--- src/shared/sxs_pkg.sv ---
// package: opcodes, widths and reset values for the subtract/xor/swap execute block
package sxs_pkg;
  localparam int SXS_DW = 8;
  localparam int SXS_AW = 7;
  localparam int SXS_NIB = 4;
  localparam logic [7:0] SXS_ACC_RST = 8'h00;
  localparam logic [7:0] SXS_DIR_RST = 8'hff;
  localparam logic [7:0] SXS_WDT_CLR = 8'h00;
  localparam logic [7:0] SXS_PRE_CLR = 8'h00;
  localparam logic [6:0] SXS_DIR_A = 7'h05;
  localparam logic [6:0] SXS_DIR_B = 7'h06;
  localparam logic [6:0] SXS_DIR_C = 7'h07;
  localparam logic SXS_DEST_ACC = 1'b0;
  localparam logic SXS_TO_RST = 1'b1;
  localparam logic SXS_PD_RST = 1'b1;
  typedef enum logic [3:0] {
    SXS_OP_NONE,
    SXS_OP_LITERAL_MINUS_ACC,
    SXS_OP_REG_MINUS_ACC,
    SXS_OP_REG_MINUS_ACC_BORROW,
    SXS_OP_NIBBLE_EXCHANGE,
    SXS_OP_DIRECTION_LOAD,
    SXS_OP_LITERAL_EXCLUSIVE_OR,
    SXS_OP_REG_EXCLUSIVE_OR,
    SXS_OP_SLEEP
  } sxs_op_t;
endpackage : sxs_pkg
--- src/shared/sxs_alu_if.sv ---
// interface: operands and results between execute control and the arithmetic unit
`timescale 1ns/100ps
interface sxs_alu_if;
  import sxs_pkg::*;
  sxs_op_t    op;
  logic [7:0] acc;
  logic [7:0] opnd;
  logic       carry_in;
  logic [7:0] result;
  logic       carry_out;
  logic       nib_out;
  logic       zero_out;
  modport ctl (output op, acc, opnd, carry_in, input result, carry_out, nib_out, zero_out);
  modport alu (input op, acc, opnd, carry_in, output result, carry_out, nib_out, zero_out);
endinterface : sxs_alu_if

--- src/hw/sxs_alu.sv ---
// combinational arithmetic unit for subtract, exclusive-or and nibble swap
`timescale 1ns/100ps
module sxs_alu (
  sxs_alu_if.alu bus
);
  import sxs_pkg::*;

  // minuend - subtrahend - borrow; no-borrow carry out, nibble carry out
  function automatic logic [9:0] sxs_sub(input logic [7:0] a, input logic [7:0] b,
                                         input logic cin);
    logic [8:0] full;
    logic [4:0] low;
    full = {1'b0, a} + {1'b0, ~b} + {8'h00, cin};
    low  = {1'b0, a[3:0]} + {1'b0, ~b[3:0]} + {4'h0, cin};
    return {full[8], low[4], full[7:0]};
  endfunction : sxs_sub

  logic [9:0] diff;

  always_comb begin
    diff          = sxs_sub(bus.opnd, bus.acc, bus.carry_in);
    bus.result    = bus.opnd;
    bus.carry_out = 1'b0;
    bus.nib_out   = 1'b0;
    case (bus.op)
      SXS_OP_LITERAL_MINUS_ACC, SXS_OP_REG_MINUS_ACC, SXS_OP_REG_MINUS_ACC_BORROW: begin
        bus.result    = diff[7:0];
        bus.carry_out = diff[9];
        bus.nib_out   = diff[8];
      end
      SXS_OP_LITERAL_EXCLUSIVE_OR, SXS_OP_REG_EXCLUSIVE_OR: begin
        bus.result = bus.acc ^ bus.opnd;
      end
      SXS_OP_NIBBLE_EXCHANGE: begin
        bus.result = {bus.opnd[3:0], bus.opnd[7:4]};
      end
      default: begin
        bus.result = bus.opnd;
      end
    endcase
    bus.zero_out = (bus.result == 8'h00);
  end
endmodule : sxs_alu

--- src/hw/sxs_execute.sv ---
// execute stage: subtract, exclusive-or, swap, direction load and sleep
`timescale 1ns/100ps
module sxs_execute #(
  parameter int DW = sxs_pkg::SXS_DW,
  parameter int AW = sxs_pkg::SXS_AW
) (
  // clock and reset
  input  wire logic             mclk,
  input  wire logic             rst,
  input  wire logic             clk_en,
  // instruction issue
  input  wire logic             instr_valid,
  input  wire sxs_pkg::sxs_op_t instr_op,
  input  wire logic [7:0]       literal_byte,
  input  wire logic [6:0]       operand_reg_address,
  input  wire logic             result_target_bit,
  // register file read data and status in
  input  wire logic [7:0]       reg_read_data,
  input  wire logic             borrow_inverse_bit_in,
  input  wire logic             wake_event,
  // register file write back
  output logic                  reg_write_en,
  output logic [6:0]            reg_write_address,
  output logic [7:0]            reg_write_data,
  // accumulator and status
  output logic [7:0]            accumulator_reg,
  output logic                  borrow_inverse_bit,
  output logic                  low_nibble_carry,
  output logic                  result_null_flag,
  output logic                  timeout_flag,
  output logic                  powerdown_flag,
  // watchdog, sleep, port directions
  output logic [7:0]            watchdog_counter,
  output logic [7:0]            watchdog_prescaler,
  output logic                  sleep_mode,
  output logic                  osc_halt,
  output logic [7:0]            port_a_direction,
  output logic [7:0]            port_b_direction,
  output logic [7:0]            port_c_direction
);
  import sxs_pkg::*;

  if (DW != 8 || AW != 7) begin : g_chk
    $error("sxs_execute supports only an 8-bit datapath and 7-bit file address");
  end

  sxs_alu_if alu_bus ();
  sxs_alu u_alu (.bus(alu_bus.alu));

  logic [7:0] acc_ff, nxt_acc;
  logic       c_ff, nxt_c, dc_ff, nxt_dc, z_ff, nxt_z, to_ff, nxt_to, pd_ff, nxt_pd;
  logic [7:0] wdt_ff, nxt_wdt, pre_ff, nxt_pre;
  logic       slp_ff, nxt_slp;
  logic [7:0] tra_ff, nxt_tra, trb_ff, nxt_trb, trc_ff, nxt_trc;
  logic       we_ff, nxt_we;
  logic [6:0] wa_ff, nxt_wa;
  logic [7:0] wd_ff, nxt_wd;
  logic       is_literal, is_sub, is_xor, has_dest;

  // flag feedback uses the internally held carry so back-to-back borrows chain
  always_comb begin
    is_literal = (instr_op == SXS_OP_LITERAL_MINUS_ACC) ||
                 (instr_op == SXS_OP_LITERAL_EXCLUSIVE_OR);
    is_sub     = (instr_op == SXS_OP_LITERAL_MINUS_ACC) ||
                 (instr_op == SXS_OP_REG_MINUS_ACC) ||
                 (instr_op == SXS_OP_REG_MINUS_ACC_BORROW);
    is_xor     = (instr_op == SXS_OP_LITERAL_EXCLUSIVE_OR) ||
                 (instr_op == SXS_OP_REG_EXCLUSIVE_OR);
    has_dest   = (instr_op == SXS_OP_REG_MINUS_ACC) ||
                 (instr_op == SXS_OP_REG_MINUS_ACC_BORROW) ||
                 (instr_op == SXS_OP_NIBBLE_EXCHANGE) ||
                 (instr_op == SXS_OP_REG_EXCLUSIVE_OR);
    alu_bus.op       = instr_op;
    alu_bus.acc      = acc_ff;
    alu_bus.opnd     = is_literal ? literal_byte : reg_read_data;
    // plain subtracts carry in one: no borrow
    alu_bus.carry_in = (instr_op == SXS_OP_REG_MINUS_ACC_BORROW) ? c_ff : 1'b1;
  end

  always_comb begin
    nxt_acc = acc_ff;
    nxt_c   = c_ff;
    nxt_dc  = dc_ff;
    nxt_z   = z_ff;
    nxt_to  = to_ff;
    nxt_pd  = pd_ff;
    nxt_wdt = wdt_ff;
    nxt_pre = pre_ff;
    nxt_slp = slp_ff;
    nxt_tra = tra_ff;
    nxt_trb = trb_ff;
    nxt_trc = trc_ff;
    nxt_we  = 1'b0;
    nxt_wa  = wa_ff;
    nxt_wd  = wd_ff;
    // sleep holds until a wake event; instructions are ignored meanwhile
    if (slp_ff && wake_event) begin
      nxt_slp = 1'b0;
    end
    if (instr_valid && !slp_ff) begin
      if (is_literal) begin
        nxt_acc = alu_bus.result;
      end
      if (has_dest) begin
        if (result_target_bit == SXS_DEST_ACC) begin
          nxt_acc = alu_bus.result;
        end else begin
          nxt_we = 1'b1;
          nxt_wa = operand_reg_address;
          nxt_wd = alu_bus.result;
        end
      end
      if (is_sub) begin
        nxt_c  = alu_bus.carry_out;
        nxt_dc = alu_bus.nib_out;
      end
      if (is_sub || is_xor) begin
        nxt_z = alu_bus.zero_out;
      end
      if (instr_op == SXS_OP_DIRECTION_LOAD) begin
        case (operand_reg_address)
          SXS_DIR_A: nxt_tra = acc_ff;
          SXS_DIR_B: nxt_trb = acc_ff;
          SXS_DIR_C: nxt_trc = acc_ff;
          default: nxt_tra = tra_ff;
        endcase
      end
      if (instr_op == SXS_OP_SLEEP) begin
        nxt_wdt = SXS_WDT_CLR;
        nxt_pre = SXS_PRE_CLR;
        nxt_slp = 1'b1;
        nxt_to  = 1'b1;
        nxt_pd  = 1'b0;
      end
    end else if (!slp_ff) begin
      // watchdog counts while awake, only on cycles with no valid instruction
      {nxt_wdt, nxt_pre} = 16'({wdt_ff, pre_ff} + 16'h0001);
    end
  end

  always_ff @(posedge mclk) begin
    if (rst) begin
      acc_ff <= SXS_ACC_RST;
      c_ff   <= 1'b0;
      dc_ff  <= 1'b0;
      z_ff   <= 1'b0;
      to_ff  <= SXS_TO_RST;
      pd_ff  <= SXS_PD_RST;
      wdt_ff <= SXS_WDT_CLR;
      pre_ff <= SXS_PRE_CLR;
      slp_ff <= 1'b0;
      tra_ff <= SXS_DIR_RST;
      trb_ff <= SXS_DIR_RST;
      trc_ff <= SXS_DIR_RST;
      we_ff  <= 1'b0;
      wa_ff  <= 7'h00;
      wd_ff  <= 8'h00;
    end else if (clk_en) begin
      acc_ff <= nxt_acc;
      c_ff   <= nxt_c;
      dc_ff  <= nxt_dc;
      z_ff   <= nxt_z;
      to_ff  <= nxt_to;
      pd_ff  <= nxt_pd;
      wdt_ff <= nxt_wdt;
      pre_ff <= nxt_pre;
      slp_ff <= nxt_slp;
      tra_ff <= nxt_tra;
      trb_ff <= nxt_trb;
      trc_ff <= nxt_trc;
      we_ff  <= nxt_we;
      wa_ff  <= nxt_wa;
      wd_ff  <= nxt_wd;
    end
  end

  // borrow_inverse_bit_in unused: carry is kept locally
  always_comb begin
    accumulator_reg    = acc_ff;
    borrow_inverse_bit = c_ff;
    low_nibble_carry   = dc_ff;
    result_null_flag   = z_ff;
    timeout_flag       = to_ff;
    powerdown_flag     = pd_ff;
    watchdog_counter   = wdt_ff;
    watchdog_prescaler = pre_ff;
    sleep_mode         = slp_ff;
    osc_halt           = slp_ff;
    port_a_direction   = tra_ff;
    port_b_direction   = trb_ff;
    port_c_direction   = trc_ff;
    reg_write_en       = we_ff;
    reg_write_address  = wa_ff;
    reg_write_data     = wd_ff;
  end

  a_lit_sub_acc: assert property (@(posedge mclk) disable iff (rst)
    clk_en && instr_valid && !slp_ff && instr_op == SXS_OP_LITERAL_MINUS_ACC |=>
    acc_ff == 8'($past(literal_byte) - $past(acc_ff)))
    else $error("literal subtract result wrong");
  a_lit_sub_c: assert property (@(posedge mclk) disable iff (rst)
    clk_en && instr_valid && !slp_ff && instr_op == SXS_OP_LITERAL_MINUS_ACC |=>
    c_ff == ($past(acc_ff) <= $past(literal_byte)) &&
    dc_ff == ($past(acc_ff[3:0]) <= $past(literal_byte[3:0])))
    else $error("literal subtract flags wrong");
  a_sleep_wdt: assert property (@(posedge mclk) disable iff (rst)
    clk_en && instr_valid && !slp_ff && instr_op == SXS_OP_SLEEP |=>
    wdt_ff == 8'h00 && pre_ff == 8'h00 && slp_ff && osc_halt)
    else $error("sleep did not clear watchdog");
  a_sleep_flags: assert property (@(posedge mclk) disable iff (rst)
    clk_en && instr_valid && !slp_ff && instr_op == SXS_OP_SLEEP |=>
    to_ff && !pd_ff && $stable(c_ff) && $stable(z_ff) && $stable(dc_ff))
    else $error("sleep status flags wrong");
  a_reg_sub_c: assert property (@(posedge mclk) disable iff (rst)
    clk_en && instr_valid && !slp_ff && instr_op == SXS_OP_REG_MINUS_ACC |=>
    c_ff == ($past(acc_ff) <= $past(reg_read_data)))
    else $error("register subtract carry wrong");
  a_dest_file: assert property (@(posedge mclk) disable iff (rst)
    clk_en && instr_valid && !slp_ff && has_dest && result_target_bit |=>
    we_ff && wa_ff == $past(operand_reg_address) && $stable(acc_ff))
    else $error("file destination not written");
  a_swap_data: assert property (@(posedge mclk) disable iff (rst)
    clk_en && instr_valid && !slp_ff && instr_op == SXS_OP_NIBBLE_EXCHANGE &&
    result_target_bit |=> wd_ff == {$past(reg_read_data[3:0]), $past(reg_read_data[7:4])})
    else $error("nibble swap wrong");
  a_dir_b: assert property (@(posedge mclk) disable iff (rst)
    clk_en && instr_valid && !slp_ff && instr_op == SXS_OP_DIRECTION_LOAD &&
    operand_reg_address == 7'h06 |=> trb_ff == $past(acc_ff) && $stable(tra_ff))
    else $error("direction load b wrong");
  a_xor_zero: assert property (@(posedge mclk) disable iff (rst)
    clk_en && instr_valid && !slp_ff && instr_op == SXS_OP_LITERAL_EXCLUSIVE_OR |=>
    z_ff == ($past(acc_ff) == $past(literal_byte)) && $stable(c_ff))
    else $error("xor zero flag wrong");
endmodule : sxs_execute

--- config.mk ---
export PLATFORM = sky130hd
export DESIGN_NAME = sxs_execute
export DESIGN_NICKNAME = d
export VERILOG_FILES = /design/src/shared/sxs_pkg.sv /design/src/shared/sxs_alu_if.sv /design/src/hw/sxs_alu.sv /design/src/hw/sxs_execute.sv
export SDC_FILE = /design/constraint.sdc
export NUM_CORES = 1
export LEC_CHECK = 0
export BUFFER_PORTS_ARGS = -buffer_cell sky130_fd_sc_hd__buf_2
export CAP_MARGIN = 10
export CORE_MARGIN = 5
export CORE_UTILIZATION = 40
export DETAILED_ROUTE_END_ITERATION = 10
export SETUP_SLACK_MARGIN = 0.1
export SLEW_MARGIN = 40
export SYNTH_ARGS = -nofsm -noshare
export SYNTH_HDL_FRONTEND = slang
export SYNTH_SLANG_ARGS = --single-unit
--- constraint.sdc ---
create_clock -name mclk -period 4.9 [get_ports mclk]
set_clock_uncertainty 0.15 [all_clocks]
set_input_delay 0.98 -clock mclk [delete_from_list [all_inputs] [get_ports mclk]]
set_output_delay 0.98 -clock mclk [all_outputs]
set_load 0.01 [all_outputs]
# Word-level counts from Yosys, hierarchy flattened
# Index checks and enable logic that the tools add are counted.
# totals
word_cells,77
in_bits,34
regBits,69
out_inout_bits,71
# classes
n_eq_ne,13
n_addsub,5
n_mux,19
n_reduce_logical,23
bitwise,3
# op_table
operator,count
two-way mux 8 bit,9
one-hot mux 8 bit (3 select lines),1
"equality test 7 x 3 -> 1 bit, second input constant",3
"adder 16 x 1 -> 16 bit, second input constant",1
"equality test 4 x 3 -> 1 bit, second input constant",4
AND reduction 4 bit,4
AND reduction 3 bit,4
adder 8 x 8 -> 9 bit,1
adder 9 x 1 -> 9 bit,1
two-way mux 1 bit,9
"equality test 4 x 2 -> 1 bit, second input constant",2
logical NOT 8 bit,1
logical OR 1 bit,8
NOT 8 bit,1
bitwise XOR 8 bit,1
adder 4 x 4 -> 5 bit,1
adder 5 x 1 -> 5 bit,1
"equality test 4 x 1 -> 1 bit, second input constant",1
"equality test 4 bit, second input constant",1
"!= test 2 x 1 -> 1 bit, second input constant",2
NOT 4 bit,1
OR reduction 3 bit,1
logical AND 1 bit,2
AND reduction 2 bit,1
other kinds (2),2

# Depth between registers and ports, before layout
# logic_depth
word_depth,9
ltp_mapped,14
ltp_nobuf,12

# Modules after synthesis
# Synthesis repeated with hierarchy kept, for this count alone.
# hier_totals
hier_cells,456
area_unflattened_um2,3876.2
# modules_own_cells
module,cells_each,seq_area_each_um2,area_per_inst_um2,instances
sxs_execute,344,1381.3,3078.0,1
sxs_alu,112,0.0,798.3,1

# Worst setup path before layout
# No wires, ideal clock.
# synth_path
path_kind,input-to-reg
startpoint,input instr_op[1]
endpoint,"register z_ff, in the netlist result_null_flag"
setup_time_ns,0.084
t_required_ns,4.666
path_buffers,1
stages,11
slack_ns,0.474
t_arrival_ns,4.192
path_cell_list,buf_4 -> clkinv_1 -> or4_1 -> fa_1 -> fa_1 -> a211o_1 -> a21oi_1 -> nor3_1 -> o32a_1 -> or4_4 -> o31ai_2
# synth_via
elab_chain_len,7
word_cells_on_any_way,21
classes_between,add/sub (2); eq/ne (6); mux (3); bitwise (1); reduce/logical (9)
# synth_lines
item,line,source
start: declaration,sxs_execute.sv:13,"input wire sxs_pkg::sxs_op_t instr_op,"
equality test 4 x 1 -> 1 bit or equality test 4 x 3 -> 1 bit (tied branches),--,
logical OR 1 bit,sxs_execute.sv:62,is_literal = (instr_op == SXS_OP_LITERAL_MINUS_ACC) ||
two-way mux 8 bit,sxs_execute.sv:75,alu_bus.opnd = is_literal ? literal_byte : reg_read_data;
adder 8 x 8 -> 9 bit,sxs_alu.sv:13,"full = {1'b0, a} + {1'b0, ~b} + {8'h00, cin};"
adder 9 x 1 -> 9 bit,sxs_alu.sv:13,
one-hot mux 8 bit (3 select lines),sxs_alu.sv:25,case (bus.op)
logical NOT 8 bit,sxs_alu.sv:41,bus.zero_out = (bus.result == 8'h00);
end signal: assignment,sxs_execute.sv:162,z_ff <= nxt_z;
end: declaration,sxs_execute.sv:51,"logic c_ff, nxt_c, dc_ff, nxt_dc, z_ff, nxt_z, to_ff, nxt_to, pd_ff, nxt_pd;"
# Several ways; a longest one is shown, not always the timed one.
# A chain may end at the register's enable or synchronous reset.

# Final worst setup path
# layout_path
startpoint,input instr_op[3]
endpoint,"register z_ff, in the netlist result_null_flag"
# Same word-level chain as after synthesis.

==> results.md <==
- FFs w/ async S/R, synth: 0%
- Minimum period implied by the final worst setup slack: 4.33 ns
- Maximum vdd ir drop: between 0.0002 and 0.00025 V
- Number of max-cap violations: 0
- Die Y-Extent: 108 um
- Unrepaired setup endpoints after global routing: false
- Final antenna diode count: 0
- Port buffer count: 102
- Final count of pins violating max slew: 0
- Worst min-delay path class: register to register
- Worst hold path cell count: 1
- Area of the placeable core: 9280 um^2
- Source-to-sink clock delay at the later pin of the worst-skew pair: 0.34 ns
- Top cell type by total area after synthesis: sky130_fd_sc_hd__dfxtp_1
- Primary flip-flop cell chosen by synthesis mapping: sky130_fd_sc_hd__dfxtp_1
- Run status: finished clean
- Proportion of netlist area held by the largest area contributor: 36.2%
- Post-DP HPWL: between 8000 and 9000 um
- Slew at the pin closest to its max-slew limit: 0.752 ns
- Min-Delay Endpoint: powerdown_flag
- Largest driver fanout on the critical path: 19
- Clk Tree Root Cell: sky130_fd_sc_hd__clkbuf_8
- Accumulated negative setup slack: 0 ns
- Number of rows in the core area: 35
- Top cells by instance count after synthesis: sky130_fd_sc_hd__dfxtp_1, sky130_fd_sc_hd__nor2_1, sky130_fd_sc_hd__a211o_1, sky130_fd_sc_hd__nand2_1
- Via count of the first global-routing pass: 3,461
- Detailed Route WL: approximately 11,000 um
- Routed via count: 3,685
- WP data required: 5.01 ns
- Worst Min Path Start: powerdown_flag
- Startpoint type of the worst setup path: input pin
- Overflow left after global routing: 0
- First-pass GRT wire length: 17,700 um
- Combined area of all synthesized cells: 3810 um^2
- Detailed router's first-iteration violation count: 266
- Worst slack on hold paths: 0.298 ns
- Setup slack after placement: 0.249 ns
- Register bit total from synthesis: 69
- Pin count of the biggest net entering global routing: 58
- Ports placed on the boundary: 105
- GRT Util Overall: 19.1%
- Worst Path Arrival: 4.44 ns
- Number of instances in the synthesized netlist: 450
- Width of the die: around 110 um
- Clock tree from TritonCTS: built
- Final worst setup slack: between 0.5 and 0.6 ns
- Net count after synthesis: 496
- Average instance area after synthesis: 8.47 um^2
- Count of antenna-violating nets left after detailed routing: 0
- Filler instances: 946
- Final setup vio count: 0
- Register clock-pin slew on the reported worst setup and hold paths: 0.08 ns
- Maximum clock frequency: 0.231 GHz
- Number of gates given a new drive strength after cts: 0
- Part of the Yosys area used for sequential elements: 36.2%
- TritonCTS Sinks: 69
- Starting utilization of the core area: 41.1%
- Largest cells by area after synthesis: sky130_fd_sc_hd__dfxtp_1, sky130_fd_sc_hd__a211o_1, sky130_fd_sc_hd__nor2_1
- First-pass iteration count of the detailed router: 6
- P&R area growth vs syn: 22.5%
- Yosys Warn Count: 0
- Initial antenna violation count: 0
- Power, Total: 1.31 mW
- Number of synthesized flops with an enable pin: 0
- Post-route clock period utilization: 88.3%
- Launch instance of the worst register-to-register path: borrow_inverse_bit
- Share of final-layout standard cells stronger than drive strength 1: a little over a quarter
- Dominant cell by count in the synthesized netlist: sky130_fd_sc_hd__dfxtp_1
- Tightest slew margin relative to the limit: 49.4%
- Setup CP Type: input pin to register
- Power density over the cells: 280 nW/um^2
- Endpoint kind of the worst setup timing path: register
- Final Hold Violating Endpoints: 0
- Number of post-CTS setup repair buffers: 0
- Total clock buffers created by CTS: 9
- Netlist cell types: around 70
- Buffer levels on the longest clock path: 2
- Static leakage power: 1.83 nW
- # nets final: 595
- Register cell area after layout: 1380 um^2
- Weighted congestion at the end of routability-driven global placement: between 0.8 and 0.9
- Number of levels the H-tree was split into: 3
- Worst r2r dst: result_null_flag
- Number of design rule violations left after detail routing: 0
- Design Area, Final: 4670 um^2
- Worst reg-to-reg path cell count: 9
- Area of the multi-input gates: 2210 um^2
- Detailed-route wire length per cell: between 15 and 20 um
- Detailed-route vias per instance: 5.40
- Register-to-register path setup slack: 1.34 ns
- Placed standard-cell area: 4450 um^2
- Full die area: about 12,000 um^2
- CTS Hold Buffers Added: 0
[logic make-up after synthesis]
family | after synthesis | share of synthesized area (%)
simple gates | 163 | 21.9
compound gates | 125 | 23.7
flops | 69 | 36.2
buf+inv | 48 | 5.77
mux | 20 | 5.28
fa+ha+maj | 12 | 4.33
xor+xnor | 12 | 2.76
other cells | 1 | 0.0983
[worst max-delay path, cell delays in order]
cell	delay, ns
sky130_fd_sc_hd__buf_2	0.30
sky130_fd_sc_hd__or3b_2	0.29
sky130_fd_sc_hd__o22ai_1	0.11
sky130_fd_sc_hd__a211o_1	0.30
sky130_fd_sc_hd__fa_1	0.46
sky130_fd_sc_hd__fa_1	0.41
sky130_fd_sc_hd__a211o_1	0.33
sky130_fd_sc_hd__a21oi_1	0.13
sky130_fd_sc_hd__nor3_1	0.07
sky130_fd_sc_hd__o32a_1	0.36
sky130_fd_sc_hd__or4_4	0.53
sky130_fd_sc_hd__o31ai_2	0.17
[layout make-up]
class	instances	share of cell area, %
clock inverters	5	1.79
clock buffers	10	2.95
well taps	129	3.45
repair buffers	117	13.4
inverters	19	1.53
flip-flops and latches	69	29.6
multi-input cells	333	47.3
[routing by layer]
| layer | vias to the layer above | share of wire (%) | global-route usage, % | wire [um] |
|---|---|---|---|---|
| li1 | 1813 | - | - | - |
| met1 | 1735 | 46 | 25.5 | 5100 |
| met2 | 125 | 45 | 30.1 | 4920 |
| met3 | 12 | 7.9 | 5.58 | 871 |
| met4 | 0 | 1.4 | 5.14 | 151 |
| met5 | - | 0 | 0 | 0 |
[where the power goes]
group	internal [mW]	switching (mW)	leakage, nW
Clock	0.300	0.222	0.105
Sequential	0.566	0.00613	0.558
Combinational	0.0858	0.127	1.17
[worst max path at each step]
stage	from	end	slack, ns	cells after the start
after floorplan	instr_op[1]	result_null_flag	0.47	11
after global placement	instr_op[0]	result_null_flag	0.27	11
after detailed placement	instr_op[3]	result_null_flag	0.25	12
after CTS	instr_op[3]	result_null_flag	0.61	12
after global routing	instr_op[3]	result_null_flag	0.35	12
final	instr_op[3]	result_null_flag	0.57	12
[through the flow]
stage / std cells / util [%]
CTS: 682 / 50.3
global placement: 667 / 47.9
detailed placement: 667 / 48.0
global route: 682 / 50.3
finish: 682 / 50.3
floorplan: 450 / -
[placed cells by master, fill, tap and decap left out, drive strengths merged, types with 4 or more instances in the layout]
master / netlist / layout
a22oi: 4 / 4
nor3: 6 / 6
nor2b: 23 / 23
clkbuf: 12 / 10
dfxtp: 69 / 69
xor2: 10 / 10
a211o: 27 / 27
inv: 18 / 19
a21oi: 16 / 16
o21ai: 24 / 24
or3: 7 / 7
ha: 10 / 10
o22ai: 11 / 11
a211oi: 11 / 11
nand2: 27 / 27
nand2b: 4 / 4
nor2: 62 / 62
buf: 17 / 117
mux2i: 19 / 19
nand3: 10 / 10
(Power assumes the default switching activity.)
